<file path="src/design/cmt_pkg.sv">
// Package of register map, field positions and reset values for the cycle-measurement timer.
`default_nettype none
package cmt_pkg;
    // ------------------------------------------------------------------
    // Register byte addresses
    // ------------------------------------------------------------------
    localparam logic [7:0] ADDR_STATUS  = 8'h00;
    localparam logic [7:0] ADDR_CONTROL = 8'h04;
    localparam logic [7:0] ADDR_LOWER   = 8'h08;
    localparam logic [7:0] ADDR_UPPER   = 8'h0C;
    localparam logic [7:0] ADDR_CAPTURE = 8'h10;
    localparam logic [7:0] ADDR_COUNTER = 8'h14;
    localparam logic [7:0] ADDR_MODE    = 8'h18;
    // ------------------------------------------------------------------
    // Field positions
    // ------------------------------------------------------------------
    localparam int ST_UPPER_OVF   = 6;
    localparam int ST_CAPTURE_EVT = 3;
    localparam int ST_LOWER_UDF   = 2;
    localparam int ST_MCLK_POL    = 1;
    localparam int ST_RESERVED    = 0;
    localparam int CT_START       = 7;
    localparam int CT_CAP_POL     = 6;
    localparam int CT_STOP_LIMIT  = 5;
    localparam int MD_MEASURE     = 0;
    // ------------------------------------------------------------------
    // Reset values and widths
    // ------------------------------------------------------------------
    localparam logic [7:0]  REG8_RESET  = 8'h00;
    localparam logic [15:0] CNT_RESET   = 16'h0000;
    localparam logic [15:0] UPPER_RESET = 16'hFFFF;
    localparam int          CNT_W       = 16;
endpackage : cmt_pkg
`default_nettype wire

</file>
<file path="src/design/cmt_edge_if.sv">
// Interface carrying the synchronised, polarity-adjusted capture edge between modules.
`timescale 1ns/1ps
`default_nettype none
interface cmt_edge_if;
    logic level;
    logic rise;
    modport src (output level, output rise);
    modport dst (input level, input rise);
endinterface : cmt_edge_if
`default_nettype wire

</file>
<file path="src/design/cmt_timer.sv">
// Top of the cycle-measurement timer: APB registers, up-counter, capture and limit flags.
//
// Behaviour
// - Measure mode: capture below lower limit sets the underflow flag.
// - Flag clears by reading it at 1 then writing 0.
// - Status event flags accept only 0 writes; writing 1 keeps them.
// - Measure clock polarity bit: 0 inverts input, 1 uses it directly.
// - Status bit 0 is reserved, resets to 0, no function.
// - Control register is 8-bit and readable; only bits 7:5 are writable, the rest read 0.
// - Timer mode: start bit 1 counts up, 0 stops.
// - Timer mode: clearing start bit zeroes counter and halts capture.
// - Capture polarity bit: 0 uses input directly, 1 inverts.
// - Measure mode: stop-on-limit bit chooses halt or continue after limit flags.
// - Stop-on-limit bit has no effect in timer mode.
// - Measure mode: capture above upper limit sets the overflow flag.
// - Mode bit 0 timer, 1 measure; writing 1 starts counting.
`timescale 1ns/1ps
`default_nettype none
module cmt_timer
    import cmt_pkg::*;
#(
    parameter int CW = CNT_W
) (
    input  wire logic          i_mclk,
    input  wire logic          i_reset_n,
    input  wire logic          i_ce,
    input  wire logic          i_psel,
    input  wire logic          i_penable,
    input  wire logic          i_pwrite,
    input  wire logic [7:0]    i_paddr,
    input  wire logic [31:0]   i_pwdata,
    input  wire logic [3:0]    i_pstrb,
    input  wire logic          i_capture_waveform_input,
    input  wire logic          i_measure_clock_input,
    output var  logic [31:0]   o_prdata,
    output var  logic          o_pready,
    output var  logic          o_pslverr,
    output var  logic          o_counting,
    output var  logic          o_measure_clock
);
    // ------------------------------------------------------------------
    // Registers
    // ------------------------------------------------------------------
    logic [7:0]    status_q;
    logic [7:0]    armed_q;
    logic [7:0]    control_q;
    logic          mode_q;
    logic [CW-1:0] lower_q;
    logic [CW-1:0] upper_q;
    logic [CW-1:0] capture_q;
    logic [CW-1:0] counter_q;
    logic          first_edge_q;
    logic          mclk_meta_q;
    logic          mclk_sync_q;

    cmt_edge_if cap_edge ();

    cmt_edge_sync u_cap_sync (
        .i_mclk    (i_mclk),
        .i_reset_n (i_reset_n),
        .i_ce      (i_ce),
        .i_pin     (i_capture_waveform_input),
        .i_invert  (control_q[CT_CAP_POL]),
        .o_edge    (cap_edge)
    );

    // ------------------------------------------------------------------
    // Bus decode
    // ------------------------------------------------------------------
    wire access   = i_psel & i_penable & ~o_pready & i_ce;
    wire wr       = access & i_pwrite & i_pstrb[0];
    wire rd       = access & ~i_pwrite;
    wire sel_st   = (i_paddr == ADDR_STATUS);
    wire sel_ct   = (i_paddr == ADDR_CONTROL);
    wire sel_lo   = (i_paddr == ADDR_LOWER);
    wire sel_up   = (i_paddr == ADDR_UPPER);
    wire sel_cap  = (i_paddr == ADDR_CAPTURE);
    wire sel_cnt  = (i_paddr == ADDR_COUNTER);
    wire sel_md   = (i_paddr == ADDR_MODE);
    wire mapped   = sel_st | sel_ct | sel_lo | sel_up | sel_cap | sel_cnt | sel_md;
    wire wr_lo16  = wr & (i_pstrb[1:0] == 2'b11);

    wire measure  = mode_q;
    wire running  = measure | control_q[CT_START];
    wire stop_lim = measure & control_q[CT_STOP_LIMIT]
                  & (status_q[ST_UPPER_OVF] | status_q[ST_LOWER_UDF]);
    // Halting is not latched; it follows the flags while the stop-on-limit bit is set, so counting resumes once neither flag is set.
    wire active   = running & ~stop_lim;
    wire edge_hit = active & cap_edge.rise;

    // In measure mode the first edge opens the window and the second captures.
    wire take_cap = edge_hit & (~measure | first_edge_q);
    wire set_udf  = measure & take_cap & (counter_q < lower_q);
    wire set_ovf  = measure & take_cap & (counter_q > upper_q);

    // Event flags: bits that hardware sets and software clears by 0 writes.
    localparam logic [7:0] EVT_MASK = (8'h01 << ST_UPPER_OVF) | (8'h01 << ST_CAPTURE_EVT) | (8'h01 << ST_LOWER_UDF);
    wire [7:0] evt_set = ({7'h00, set_ovf} << ST_UPPER_OVF) | ({7'h00, take_cap} << ST_CAPTURE_EVT)
                       | ({7'h00, set_udf} << ST_LOWER_UDF);
    // Clearing needs a prior read at 1 so a flag raised after the read is never lost.
    wire [7:0] evt_clr = (wr & sel_st) ? (armed_q & ~i_pwdata[7:0] & EVT_MASK) : 8'h00;
    wire [7:0] st_d    = ((status_q & ~evt_clr) | evt_set) & EVT_MASK;
    wire       mpol_d  = (wr & sel_st) ? i_pwdata[ST_MCLK_POL] : status_q[ST_MCLK_POL];

    wire [31:0] rdata =
        sel_st  ? {24'h00_0000, status_q}              :
        sel_ct  ? {24'h00_0000, control_q}             :
        sel_lo  ? {{(32-CW){1'b0}}, lower_q}           :
        sel_up  ? {{(32-CW){1'b0}}, upper_q}           :
        sel_cap ? {{(32-CW){1'b0}}, capture_q}         :
        sel_cnt ? {{(32-CW){1'b0}}, counter_q}         :
        sel_md  ? {31'h0000_0000, mode_q}              : 32'h0000_0000;

    // ------------------------------------------------------------------
    // APB slave
    // ------------------------------------------------------------------
    always_ff @(posedge i_mclk) begin
        if (!i_reset_n) begin
            o_pready  <= 1'b0;
            o_pslverr <= 1'b0;
            o_prdata  <= 32'h0000_0000;
        end else if (i_ce) begin
            o_pready  <= access;
            o_pslverr <= access & ~mapped;
            if (rd) begin
                o_prdata <= rdata;
            end
        end
    end

    // ------------------------------------------------------------------
    // Registers and flags
    // ------------------------------------------------------------------
    always_ff @(posedge i_mclk) begin
        if (!i_reset_n) begin
            status_q  <= REG8_RESET;
            armed_q   <= REG8_RESET;
            control_q <= REG8_RESET;
            mode_q    <= 1'b0;
            lower_q   <= CNT_RESET;
            upper_q   <= UPPER_RESET;
        end else if (i_ce) begin
            status_q                 <= st_d;
            status_q[ST_MCLK_POL]    <= mpol_d;
            status_q[ST_RESERVED]    <= 1'b0;
            if (rd & sel_st) begin
                armed_q <= status_q & EVT_MASK;
            end else if (wr & sel_st) begin
                armed_q <= REG8_RESET;
            end
            if (wr & sel_ct) begin
                control_q <= i_pwdata[7:0] & 8'hE0;
            end
            if (wr & sel_md) begin
                mode_q <= i_pwdata[MD_MEASURE];
            end
            if (wr_lo16 & sel_lo) begin
                lower_q <= i_pwdata[CW-1:0];
            end
            if (wr_lo16 & sel_up) begin
                upper_q <= i_pwdata[CW-1:0];
            end
        end
    end

    // ------------------------------------------------------------------
    // Counter and capture
    // ------------------------------------------------------------------
    always_ff @(posedge i_mclk) begin
        if (!i_reset_n) begin
            counter_q    <= CNT_RESET;
            capture_q    <= CNT_RESET;
            first_edge_q <= 1'b0;
        end else if (i_ce) begin
            if (!running) begin
                counter_q    <= CNT_RESET;
                first_edge_q <= 1'b0;
            end else if (take_cap) begin
                capture_q    <= counter_q;
                counter_q    <= measure ? CNT_RESET : counter_q + 1'b1;
                first_edge_q <= measure;
            end else if (edge_hit) begin
                counter_q    <= CNT_RESET;
                first_edge_q <= 1'b1;
            end else if (active) begin
                counter_q <= counter_q + 1'b1;
            end
        end
    end

    // ------------------------------------------------------------------
    // Measurement clock and status outputs
    // ------------------------------------------------------------------
    always_ff @(posedge i_mclk) begin
        if (!i_reset_n) begin
            mclk_meta_q     <= 1'b0;
            mclk_sync_q     <= 1'b0;
            o_measure_clock <= 1'b0;
            o_counting      <= 1'b0;
        end else if (i_ce) begin
            mclk_meta_q     <= i_measure_clock_input;
            mclk_sync_q     <= mclk_meta_q;
            o_measure_clock <= mclk_sync_q ^ ~status_q[ST_MCLK_POL];
            o_counting      <= active;
        end
    end

    // ------------------------------------------------------------------
    // Assertions
    // ------------------------------------------------------------------
    AST_UDF_SET: assert property (@(posedge i_mclk) disable iff (!i_reset_n)
        set_udf && i_ce |=> status_q[ST_LOWER_UDF])
        else $error("underflow flag not set");
    AST_OVF_SET: assert property (@(posedge i_mclk) disable iff (!i_reset_n)
        set_ovf && i_ce |=> status_q[ST_UPPER_OVF])
        else $error("overflow flag not set");
    AST_NO_CLR_UNREAD: assert property (@(posedge i_mclk) disable iff (!i_reset_n)
        status_q[ST_LOWER_UDF] && !armed_q[ST_LOWER_UDF] |=> status_q[ST_LOWER_UDF])
        else $error("flag cleared without prior read");
    AST_WR1_KEEPS: assert property (@(posedge i_mclk) disable iff (!i_reset_n)
        !status_q[ST_UPPER_OVF] && !set_ovf |=> !status_q[ST_UPPER_OVF])
        else $error("flag set by software");
    AST_RSVD_ZERO: assert property (@(posedge i_mclk) disable iff (!i_reset_n)
        status_q[ST_RESERVED] == 1'b0)
        else $error("reserved bit set");
    AST_CT_WRITE: assert property (@(posedge i_mclk) disable iff (!i_reset_n)
        wr && sel_ct |=> control_q == ($past(i_pwdata[7:0]) & 8'hE0))
        else $error("control write lost");
    AST_STOP_ZERO: assert property (@(posedge i_mclk) disable iff (!i_reset_n)
        !running && i_ce |=> counter_q == CNT_RESET)
        else $error("counter not cleared on stop");
    AST_COUNT_UP: assert property (@(posedge i_mclk) disable iff (!i_reset_n)
        active && !edge_hit && i_ce |=> counter_q == $past(counter_q) + 1'b1)
        else $error("counter did not advance");
    AST_LIMIT_HALT: assert property (@(posedge i_mclk) disable iff (!i_reset_n)
        stop_lim && i_ce |=> $stable(counter_q) && $stable(capture_q))
        else $error("counting continued after limit");
    AST_TIMER_IGNORES: assert property (@(posedge i_mclk) disable iff (!i_reset_n)
        !measure && control_q[CT_START] && i_ce |-> active)
        else $error("stop bit affected timer mode");
    AST_MCLK_POL: assert property (@(posedge i_mclk) disable iff (!i_reset_n)
        i_ce && $past(i_ce) |=> o_measure_clock == ($past(mclk_sync_q) ^ ~$past(status_q[ST_MCLK_POL])))
        else $error("measure clock polarity wrong");

    COV_CAPTURE: cover property (@(posedge i_mclk) disable iff (!i_reset_n) take_cap);
    COV_UNDERFLOW: cover property (@(posedge i_mclk) disable iff (!i_reset_n) set_udf);
    COV_OVERFLOW: cover property (@(posedge i_mclk) disable iff (!i_reset_n) set_ovf);
    COV_FLAG_CLEAR: cover property (@(posedge i_mclk) disable iff (!i_reset_n) evt_clr != 8'h00);
endmodule : cmt_timer
`default_nettype wire

</file>
<file path="src/design/cmt_edge_sync.sv">
// Two-flop synchroniser with polarity select and rising-edge detect.
`timescale 1ns/1ps
`default_nettype none
module cmt_edge_sync (
    input  wire logic  i_mclk,
    input  wire logic  i_reset_n,
    input  wire logic  i_ce,
    input  wire logic  i_pin,
    input  wire logic  i_invert,
    cmt_edge_if.src    o_edge
);
    logic meta_q;
    logic sync_q;
    logic prev_q;
    wire  polar = sync_q ^ i_invert;

    always_ff @(posedge i_mclk) begin
        if (!i_reset_n) begin
            meta_q <= 1'b0;
            sync_q <= 1'b0;
            prev_q <= 1'b0;
        end else if (i_ce) begin
            meta_q <= i_pin;
            sync_q <= meta_q;
            prev_q <= polar;
        end
    end

    assign o_edge.level = polar;
    assign o_edge.rise  = polar & ~prev_q & i_ce;
endmodule : cmt_edge_sync
`default_nettype wire

</file>
<file path="config.mk">
export PLATFORM = sky130hd
export DESIGN_NAME = cmt_timer
export DESIGN_NICKNAME = d
export VERILOG_FILES = /design/src/design/cmt_pkg.sv /design/src/design/cmt_edge_if.sv /design/src/design/cmt_timer.sv /design/src/design/cmt_edge_sync.sv
export SDC_FILE = /design/constraint.sdc
export NUM_CORES = 1
export LEC_CHECK = 0
export ABC_AREA = 1
export BUFFER_PORTS_ARGS = -buffer_cell sky130_fd_sc_hd__buf_2
export CAP_MARGIN = 40
export CELL_PAD_IN_SITES_DETAIL_PLACEMENT = 1
export CELL_PAD_IN_SITES_GLOBAL_PLACEMENT = 1
export CORE_UTILIZATION = 35
export CTS_CLUSTER_SIZE = 25
export DETAILED_ROUTE_END_ITERATION = 8
export GPL_TIMING_DRIVEN = 0
export PLACE_DENSITY = 0.68
export SYNTH_ARGS = -nofsm -noshare
export SYNTH_HDL_FRONTEND = slang
export SYNTH_SLANG_ARGS = --single-unit
</file>
<file path="constraint.sdc">
create_clock -name i_mclk -period 3.1 [get_ports i_mclk]
set_input_delay 0.93 -clock i_mclk [delete_from_list [all_inputs] [get_ports i_mclk]]
set_output_delay 0.93 -clock i_mclk [all_outputs]
set_load 0.02 [all_outputs]
</file>
### Yosys cells after proc, flatten, opt, wreduce, memory -nomap -nowiden

Index checks and enable logic that the tools add are counted.

* div/mod/pow operators: 0
* multipliers: 0
* magnitude comparators: 2
* eq/ne operators: 9
* bitwise operators: 49
* reduce and logical (&&, ||, !) cells: 12
* add/subtract/negate cells: 1
* multiplexer cells: 18
* shifts and indexed selects: 0

Operators with widths (number)
* $mux W16: 11
* $and A1 B1 Y1: 24
* $eq A8 B5 Y1 const B: 3
* $mux W7: 3
* $reduce_and A2 Y1: 9
* $add A16 B1 Y16 const B: 1
* $eq A8 B4 Y1 const B: 2
* $gt A16 B16 Y1: 1
* $lt A16 B16 Y1: 1
* $and A7 B7 Y7: 2
* $not A7 Y7: 2
* $or A1 B1 Y1: 9
* $eq A8 B3 Y1 const B: 1
* $logic_not A8 Y1: 1
* $not A1 Y1: 7
* $or A7 B3 Y7: 1
* $or A7 B4 Y7: 1
* $or A7 B7 Y7: 1
* $mux W1: 4
* $ne A4 B1 Y1 const B: 1
* $ne A3 B1 Y1 const B: 1
* $reduce_and A3 Y1: 1
* $eq A2 B2 Y1 const B: 1
* $reduce_bool A2 Y1: 1
* $xor A1 B1 Y1: 2

* ROM bits: 0
* flip-flop bits (word level): 121
* RAM bits: 0
* input port bits: 52
* memories kept: 0
* bits in latches: 0
* output and inout port bits: 36

### Longest topological paths before layout

Gate-level depths: netlist (run 1).

* depth in word-level cells: 11
* depth in mapped cells: 13
* mapped depth without buffers: 13

### Modules after synthesis

A second synthesis (run 1) with hierarchy kept.

* cell total of the unflattened synthesis: 823
* area total of the unflattened synthesis: 5849.4 um^2

By module, submodules not included
* cmt_timer: times used 1, sequential area each 1961.9 um^2, area an instance 5708.0 um^2, cells each 804
* cmt_edge_sync: times used 1, sequential area each 60.1 um^2, area an instance 141.4 um^2, cells each 19

### Worst setup path before layout (run 1)

Ideal clock, no wire load.

* path type: in2reg
* from: in i_paddr[6]
* to: reg upper_q[10]
* slack: 1013 ps
* cell stages on the path: 8
* library setup time: 146 ps
* data arrival time: 1942 ps
* path through: inv_1 nand2_1 nor2_2 buf_4 nand2_1 nor2_8 buf_6 o211ai_2

* word-level cells in the longest chain between the ends: 3

RTL lines
* start: declaration: line cmt_timer.sv:30 `input wire logic [7:0] i_paddr,`
* $eq A8 B4 Y1: line cmt_timer.sv:76 `wire sel_up = (i_paddr == ADDR_UPPER);`
* $and A1 B1 Y1: line cmt_timer.sv:160 `if (wr_lo16 & sel_up) begin`
* $reduce_and A2 Y1 (no line)
* end signal: assignment: line cmt_timer.sv:161 `upper_q <= i_pwdata[CW-1:0];`
* end: declaration: line cmt_timer.sv:49 `logic [CW-1:0] upper_q;`

No other way between the ends.
A chain may end at the register's enable or synchronous reset.

### Worst setup path after layout (run 1)

* from: in i_reset_n
* to: reg status_q[6]

RTL lines
* start: declaration: line cmt_timer.sv:25 `input wire logic i_reset_n,`
* end signal: assignment: line cmt_timer.sv:143 `status_q <= st_d;`
* end signal: indexed assignment: line cmt_timer.sv:144 `status_q[ST_MCLK_POL] <= mpol_d;`
* end: declaration: line cmt_timer.sv:44 `logic [7:0] status_q;`

No word-level cell between the ends.

==> results of run 1 <==
[layout make-up]
cell class | instances | area (sq um)
fillers | 2129 | 9340
multi-input cells | 589 | 3120
flip-flops and latches | 101 | 2020
inverters | 105 | 394
plain buffers | 47 | 293
well taps | 216 | 270
repair buffers | 52 | 260
clock buffers | 10 | 239
clock inverters | 6 | 61.3
[critical path: stages]
cell and delay (ns):
clkbuf_1 0.22, inv_1 0.13, clkbuf_1 0.47, clkbuf_1 0.60, a21oi_1 0.11
[routing by layer]
layer	global-route usage	vias up	part of all wire
li1	-	2828	-
met1	0.316	2748	0.48
met2	0.409	93	0.48
met3	0.0301	17	0.029
met4	0.0663	0	0.013
met5	0	-	0
[state kept, by name, summed over array words and instances (netlist names), 3 cells and up]
register   flops
armed_q        3
o_prdata      16
upper_q       16
counter_q     16
status_q       4
control_q      3
capture_q     16
lower_q       16
[per-stage QoR]
step / worst slack, ns / hold slack, ns / std cells
5_1_grt: 0.725 / 0.465 / 1126
3_3_place_gp: 0.475 / 0.433 / 1110
3_5_place_dp: 0.430 / 0.443 / 1110
4_1_cts: 0.806 / 0.454 / 1126
2_1_floorplan: 1.01 / 0.424 / 842
6_report: 0.839 / 0.454 / 1126
[worst min-delay path by stage]
stage	from	endpoint	slack [ns]
5_1_grt	capture_q[11]	capture_q[11]	0.47
3_3_place_gp	capture_q[14]	capture_q[14]	0.43
3_5_place_dp	capture_q[14]	capture_q[14]	0.44
6_report	capture_q[14]	capture_q[14]	0.45
4_1_cts	capture_q[14]	capture_q[14]	0.45
2_1_floorplan	capture_q[15]	capture_q[15]	0.42
[cell usage in the layout (no fill, tap or decap), types with 10 or more instances in the layout]
master and count:
dfxtp_1 101, nand3_1 50, conb_1 16, o21ai_0 46, nor2_1 86, o211ai_2 10, o21ai_1 14, ha_1 32
inv_1 101, nand2_1 187, clkbuf_1 17, o211ai_1 18, buf_2 58, a21oi_1 90, buf_4 17
[logic make-up (layout without fill, tap and decap cells)]
family | after synthesis | after routing | synth area share
other | 1 | 16 | 0.000650
DFF | 101 | 101 | 0.350
xor gates and xnor gates | 5 | 5 | 0.00759
AOI/OAI and AO/OA | 187 | 187 | 0.188
and+or+nand+nor | 349 | 349 | 0.265
adders and majority gates | 32 | 32 | 0.0694
buffers and inverters | 152 | 220 | 0.119
[where the power goes]
part / total (mW) / switching, mW / internal [mW] / leakage, nW
logic: 0.185 / 0.130 / 0.0552 / 2.10
clock network: 1.20 / 0.551 / 0.648 / 0.149
registers: 1.31 / 0.00334 / 1.30 / 0.815
==> results.md, run 1 <==
* Finished Cell Area at 0.00666 sq mm
* Worst min path class: flop to flop
* Maximum clock insertion buffer count at 2
* Routed len/inst at 17.4 microns
* RR Startpoint: measure
* First-pass GRT wire length at 30300 microns
* Antenna diodes at 0
* Routed WL at 19600 microns
* FP Rows at 46
* Post-synthesis sequential area ratio at 0.350
* Endpoint type of the worst setup path: flop
* Die width at 130 microns
* Yosys reg bits at 101
* Die Ht at 130 microns
* Peak VDD IR at 265 uV
* Synth Instances at 827
* Area Growth Syn to Fin at 15.4%
* Antenna viol nets, final at 0
* Worst skew pair latency at 0.36 ns
* Reg2Reg Capture Point: status_q[3]
* GP Congestion at 0.914
* Slew Limit Fails at 0
* MaxCap Viol Count at 0
* Power per cell area at 404 mW/mm^2
* Layout cells sized above 1 at 0.142
* Die area at 0.0170 sq mm
* CTS sink cnt at 101
* Post-Place Cell Area at 0.00636 sq mm
* Final setup TNS at 0 ns
* Startpoint Class: primary input
* Endpoints failing hold at 0
* Layout net count at 989
* Tightest Pin Transition at 0.822 ns
* Synth top cells by count: nand2_1 (187), dfxtp_1 (101), inv_1 (101)
* LEAKAGE at 3.07 nW
* Vias at 5686
* Initial antenna violation count at 0
* Post-CTS sizing at 0
* Crit path time final at 2.26 ns
* Crit path DAT at 2.46 ns
* GRT Residual Overflow at 0
* Post-synthesis async set-or-reset flop share at 0
* Hold Buf Count CTS at 0
* DR pass1 iterations at 4
* Top_reg_cell synth: dfxtp_1
* Worst slew margin at 0.452
* CTS tree: done
* Post-route DRC at 0
* Synth area leader: dfxtp_1
* Overall Global Routing Usage at 0.239
* Core Box Area at 0.0160 sq mm
* Num ports at 88
* Fin crit share at 0.729
* Unrepaired setup endpoints after global routing: no
* Status: finished, final reports clean
* Drt via density at 5.05
* Clock buffer count from CTS at 9
* Crit Path Max Fanout at 10
* Crit Path Class: primary input to flop
* Largest net degree at the start of global routing at 17
* Ys Warns at 0
* H-tree depth at 3
* Synth Area per Inst at 6.98 sq um
* DR iter-0 viols at 347
* Max Clk Rate at 442 MHz
* Total power at 2.69 mW
* Vias in the first global route at 5633
* Path depth of the worst reg2reg path at 8
* R2R setup slack at 1.16 ns
* Initial core utilization at 0.361
* Clock Skew at 0.00959 ns
* Worst setup endpoint: status_q[6]
* Hold depth at 2
* Top-area cell type share of the netlist area at 0.350
* Most common cell in the netlist: nand2_1
* Setup bufs post-CTS at 0
* Cell Area, Synth at 0.00577 sq mm
* Layout Utilization at 0.416
* Synth top area cells: dfxtp_1 (35%), nand2_1 (12%), a21oi_1 (7.8%)
* Worst-path clk slew at 0.07 ns
* Post-DP HPWL at 15700 microns
* # setup viols final at 0
* Post-synth EDFFs at 0
* Port bufs at 52
* Synth cell types at 39
* Crit path launch: i_reset_n
* Req. time, crit path at 3.30 ns
* Root Driver: clkbuf_16
Power figures use the tool's default switching activity.
==> inputs of run 2 (changes only) <==
- PLACE_DENSITY: 0.68 -> 0.71
- clock period: 3.1 -> 2 ns (I/O delays scaled with it)
==> run 2 against run 1 <==
Effect of this change: clock-buffer cell count down 1; design area grew 0.32%; clock skew up 0.0010 ns.
==> results.md, run 2 (synthesis results as in run 1) <==
* Status: finished, final reports clean
* Final hold slack at 0.449 ns (-0.00439 ns)
* Crit Path Max Fanout at 10 (unchanged)
* Crit path depth at 8 (+3)
* Initial core utilization at 0.361 (unchanged)
* Reg2Reg Capture Point: status_q[3]
* Final setup TNS at 0 ns (unchanged)
* FP Rows at 46 (unchanged)
* Core Box Area at 0.0160 sq mm (unchanged)
* Cell mode on critical path: nand2_1
* Non-Filler Instances at 1126 (unchanged)
* Tightest Pin Transition at 0.823 ns (+0.00173 ns)
* Die width at 130 microns (unchanged)
* Peak VDD IR at 421 uV (+59%)
* Startpoint Class: flop
* # setup viols final at 0 (unchanged)
* Endpoint type of the worst setup path: flop
* MaxCap Viol Count at 0 (unchanged)
* Req. time, crit path at 2.22 ns (-1.08 ns)
* Most frequent cells in the layout: nand2_1 (187), inv_1 (101), dfxtp_1 (99)
* Crit path DAT at 2.03 ns (-0.43 ns)
* Fill cell count at 2132 (+0.14%)
* Port bufs at 52 (unchanged)
* Fin crit share at 0.907
* Drt via density at 4.92 (-2.7%)
* H-tree depth at 3 (unchanged)
* Worst min path class: flop to flop
* Crit path time final at 1.81 ns
* DR pass1 iterations at 4 (unchanged)
* Root Driver: clkbuf_16
* CTS sink cnt at 101 (unchanged)
* First-pass GRT wire length at 29300 microns (-3.2%)
* Maximum clock insertion buffer count at 2 (unchanged)
* Max Clk Rate at 551 MHz
* Post-DP HPWL at 14500 microns (-7.3%)
* Commonest non-fill, non-tap cell in the layout: nand2_1
* GP Congestion at 0.892 (-2.5%)
* Antenna viol nets, final at 0 (unchanged)
* DP Cell Count at 1110 (unchanged)
* RR Startpoint: measure
* Setup bufs post-CTS at 0 (unchanged)
* Vias in the first global route at 5508 (-2.2%)
* Clock Skew at 0.0106 ns (+0.00103 ns)
* Die area at 0.0170 sq mm (unchanged)
* Worst slew margin at 0.451 (-0.00115)
* Overall Global Routing Usage at 0.231 (-0.00758)
* Multi-input combinational cell area at 0.00313 sq mm (+0.32%)
* Endpoints failing hold at 0 (unchanged)
* Die Ht at 130 microns (unchanged)
* Layout net count at 989 (unchanged)
* WP buf/inv at 2 (-2)
* Routed WL at 18300 microns (-6.7%)
* Total power at 4.18 mW (+56%)
* Unrepaired setup endpoints after global routing: no
* CTS tree: done
* Antenna diodes at 0 (unchanged)
* Worst skew pair latency at 0.37 ns (about the same)
* FF+latch area at 0.00202 sq mm (+0.12%)
* CP max-delay cell: clkbuf_1
* Clock buffer count from CTS at 9 (unchanged)
* Initial antenna violation count at 0 (unchanged)
* Num ports at 88 (unchanged)
* Crit path cell chain: nand2_1 -> inv_1 -> nand2_1 -> nand2_1 -> nor2_4 -> o21ai_2 -> clkbuf_1 -> a21oi_1
* Top delay family on crit path: buffers and inverters
* GRT Residual Overflow at 0 (unchanged)
* R2R setup slack at 0.19 ns (-0.97 ns)
* Area Growth Syn to Fin at 15.7%
* Finished Cell Area at 0.00668 sq mm (+0.32%)
* Worst-path clk slew at 0.08 ns (about the same)
* Slew Limit Fails at 0 (unchanged)
* Crit Path Class: flop to flop
* Vias at 5535 (-2.7%)
* LEAKAGE at 3.07 nW (+0.16%)
* Worst setup endpoint: status_q[3]
* Post-Place Cell Area at 0.00636 sq mm (unchanged)
* Largest net degree at the start of global routing at 19 (+2)
* Crit path launch: measure
* Critical Path Max Stage Delay at 0.52 ns (-0.08 ns)
* Post-route DRC at 0 (unchanged)
* Path depth of the worst reg2reg path at 8 (unchanged)
* Power per cell area at 626 mW/mm^2 (+55%)
* DR iter-0 viols at 295 (-15%)
* Post-CTS sizing at 0 (unchanged)
* Routed len/inst at 16.3 microns (-6.7%)
* Hold Buf Count CTS at 0 (unchanged)
* Layout cells sized above 1 at 0.149 (+0.00769)
## run 2: worst min-delay path by stage
| stage | start | endpoint | slack (ns) | cells past startpoint |
|---|---|---|---|---|
| floorplan | capture_q[15] | capture_q[15] | 0.42 | 2 |
| global placement | capture_q[14] | capture_q[14] | 0.43 | 2 |
| detailed placement | capture_q[5] | capture_q[5] | 0.44 | 2 |
| CTS | capture_q[9] | capture_q[9] | 0.45 | 2 |
| global route | i_measure_clock_input | mclk_meta_q | 0.47 | 3 |
| finish | capture_q[9] | capture_q[9] | 0.45 | 2 |
## run 2: report_power, final
group	switching (mW)	internal [mW]	total [mW]	leakage, nW
clock	0.885	0.990	1.88	0.147
sequential	0.00495	2.02	2.02	0.816
combinational	0.198	0.0862	0.285	2.11
total	1.09	3.09	4.18	3.07
## run 2: through the flow
step           setup WS (ns)   util
2_1_floorplan          0.243      -
3_3_place_gp          -0.308  0.397
3_5_place_dp          -0.339  0.397
4_1_cts               0.0125  0.416
5_1_grt               0.0295  0.417
6_report               0.187  0.417
## run 2: tightest hold or removal path: cells and delay by family (launching register included)
kind / cells / cell delay [ns]
compound gates: 1 / 0.05
buf+inv: 1 / 0.05
flops: 1 / 0.31
## run 2: cell type report
cell class | instances | area share
Multi-Input combinational cell | 589 | 0.468
Sequential cell | 101 | 0.303
Inverter | 105 | 0.0590
Buffer | 47 | 0.0442
Tap cell | 216 | 0.0405
Timing Repair Buffer | 52 | 0.0390
Clock buffer | 9 | 0.0337
Clock inverter | 7 | 0.0122
## run 2: layer usage
| metal | track usage | up-vias | share of wire |
|---|---|---|---|
| met3 | 0.0236 | 23 | 0.033 |
| met5 | 0 | - | 0 |
| met2 | 0.379 | 68 | 0.46 |
| li1 | - | 2828 | - |
| met1 | 0.313 | 2616 | 0.49 |
| met4 | 0.0926 | 0 | 0.020 |
==> inputs of run 3 (changes only) <==
- SYNTH_HIERARCHICAL: unset -> 1
==> run 3 against run 2 <==
Effect of this change: die area up 1.2%; routed wire length up 9.2%; via count up 3.7%; sequential share of layout area down 0.35 points; hold slack better by 0.016 ns; combinational power about the same; non-clock buffer count up 6; synthesized cell count down 0.60%; core utilization up 0.24 points; critical path depth down 3; critical endpoint is now counter_q[3]; largest power group unchanged.
==> results.md, run 3 <==
* Hold path start: i_pwdata[11]
* Final hold slack at 0.465 ns (+0.0155 ns)
* Req. time, crit path at 2.27 ns (+0.05 ns)
* Hold depth at 3 (+1)
* H-tree depth at 3 (unchanged)
* DR pass1 iterations at 4 (unchanged)
* Vias at 5742 (+3.7%)
* Layout net count at 988 (-0.10%)
* Ys Warns at 6 (+6)
* Initial antenna violation count at 0 (unchanged)
* Crit path DAT at 2.20 ns (+0.17 ns)
* Crit path launch: i_reset_n
* Tightest Pin Transition at 0.772 ns (-0.0515 ns)
* Worst skew pair latency at 0.36 ns (about the same)
* Antenna diodes at 0 (unchanged)
* Met3 Track Usage GR at 0.0374 (+0.0138)
* Routed len/inst at 17.8 microns (+9.4%)
* Core Box Area at 0.0161 sq mm (+0.72%)
* Fill cell count at 2081 (-2.4%)
* Layout cells sized above 1 at 0.188 (+0.0389)
* Total power at 4.14 mW (-1.1%)
* Path depth of the worst reg2reg path at 10 (+2)
* Root Driver: clkbuf_16
* DR iter-0 viols at 294 (-0.34%)
* Crit Path Class: primary input to flop
* Worst slew margin at 0.485 (+0.0343)
* Maximum clock insertion buffer count at 2 (unchanged)
* Drt via density at 5.11 (+3.9%)
* DP Cell Count at 1106 (-0.36%)
* FP Rows at 46 (unchanged)
* Grt met1 use at 0.299 (-0.0139)
* Port bufs at 53 (+1.9%)
* Worst hold endpoint: upper_q[11]
* Die width at 131 microns (+0.61%)
* Unrepaired setup endpoints after global routing: no
* Critical Path Max Stage Delay at 0.43 ns (-0.09 ns)
* Global route hottest layer: met2
* First-pass GRT wire length at 31400 microns (+7.2%)
* Endpoints failing hold at 0 (unchanged)
* Num ports at 88 (unchanged)
* Global routing met2 resource utilization at 0.411 (+0.0322)
* Reg2Reg Capture Point: capture_q[9]
* Status: finished, final reports clean
* CTS sink cnt at 101 (unchanged)
* Max Clk Rate at 518 MHz (-6.0%)
* Endpoint type of the worst setup path: flop
* Crit path time final at 1.93 ns (+0.115 ns)
* FF+latch area at 0.00203 sq mm (+0.12%)
* Antenna viol nets, final at 0 (unchanged)
* Most frequent cells in the layout: nand2_1 (171), dfxtp_1 (97), inv_1 (90)
* Crit path cell chain: buf_2 -> clkbuf_1 -> clkinv_2 -> buf_1 -> a21oi_1
* Cell Area, Synth at 0.00584 sq mm (+1.2%)
* Power per cell area at 612 mW/mm^2 (-2.3%)
* CTS tree: done
* Worst min path class: primary input to flop
* LEAKAGE at 3.07 nW (about the same)
* Overall Global Routing Usage at 0.238 (+0.00637)
* Synth Instances at 822 (-0.60%)
* Routed WL at 20000 microns (+9.2%)
* # setup viols final at 0 (unchanged)
* Vias in the first global route at 5750 (+4.4%)
* Post-route DRC at 0 (unchanged)
* Post-DP HPWL at 15600 microns (+7.0%)
* GRT Residual Overflow at 0 (unchanged)
* GP Congestion at 0.882 (-1.1%)
* MaxCap Viol Count at 0 (unchanged)
* Clock buffer count from CTS at 9 (unchanged)
* Startpoint Class: primary input
* Largest net degree at the start of global routing at 18 (-1)
* Die Ht at 131 microns (+0.61%)
* Worst-path clk slew at 0.07 ns (about the same)
* R2R setup slack at 0.16 ns (-0.03 ns)
* CP max-delay cell: clkbuf_1
* Peak VDD IR at 401 uV (-4.7%)
* Fin crit share at 0.964 (+0.0576)
* Area Growth Syn to Fin at 15.8% (about the same)
* RR Startpoint: control_q[6]
* Slew Limit Fails at 0 (unchanged)
* Hold Buf Count CTS at 0 (unchanged)
* Die area at 0.0172 sq mm (+1.2%)
* Multi-input combinational cell area at 0.00321 sq mm (+2.6%)
* Crit Path Max Fanout at 10 (unchanged)
* Initial core utilization at 0.363 (+0.00185)
* Non-Filler Instances at 1124 (-0.18%)
* Commonest non-fill, non-tap cell in the layout: nand2_1
* Clock Skew at 0.00726 ns (-0.00335 ns)
* Synth Area per Inst at 7.11 sq um (+1.9%)
==> run 3: power by group <==
| part | switching [mW] | internal [mW] | total [mW] | leakage [nW] |
|---|---|---|---|---|
| clock network | 0.855 | 0.979 | 1.83 | 0.147 |
| logic | 0.199 | 0.0826 | 0.282 | 2.10 |
| registers | 0.00496 | 2.02 | 2.02 | 0.817 |
| total | 1.06 | 3.08 | 4.14 | 3.07 |
==> run 3: repair_timing <==
| item | in CTS | in global routing |
|---|---|---|
| gates resized for setup | 1 | 10 |
| cloned | 0 | 0 |
| buffers inserted | 0 | 3 |
| endpoints found under the setup margin | 13 | 21 |
| pin swaps | 0 | 1 |
==> run 3: layout make-up <==
class | count | area share
Inverter | 98 | 0.0547
Sequential cell | 101 | 0.300
Timing Repair Buffer | 56 | 0.0425
Buffer | 49 | 0.0453
Multi-Input combinational cell | 589 | 0.474
Clock inverter | 6 | 0.0104
Tap cell | 216 | 0.0399
Clock buffer | 9 | 0.0333
==> run 3: critical path, delay by kind of cell <==
| family | cells | cell delay (ns) |
|---|---|---|
| compound gates | 1 | 0.30 |
| buf+inv | 4 | 1.30 |
==> run 3: stage by stage <==
step | area [sq um] | setup slack (ns) | util | TNS (ns)
finish | 6770 | 0.0713 | 0.420 | 0
global route | 6770 | 0.00263 | 0.420 | 0
CTS | 6730 | 0.0737 | 0.418 | 0
detailed placement | 6430 | -0.413 | 0.399 | -20.30
global placement | 6430 | -0.384 | 0.399 | -17.46
floorplan | 5900 | 0.284 | - | 0
==> run 3: worst max-delay path by stage <==
stage | slack, ns | depth (start not counted) | end
2_1_floorplan | 0.28 | 9 | o_prdata[1]
6_report | 0.07 | 5 | counter_q[3]
4_1_cts | 0.07 | 8 | lower_q[11]
5_1_grt | 0.003 | 10 | counter_q[3]
3_3_place_gp | -0.38 | 5 | armed_q[3]
3_5_place_dp | -0.41 | 5 | counter_q[13]
==> run 3: routing by layer <==
| layer | vias to the layer above | part of all wire |
|---|---|---|
| li1 | 2842 | - |
| met1 | 2733 | 0.45 |
| met2 | 134 | 0.48 |
| met3 | 33 | 0.039 |
| met4 | 0 | 0.026 |
| met5 | - | 0 |
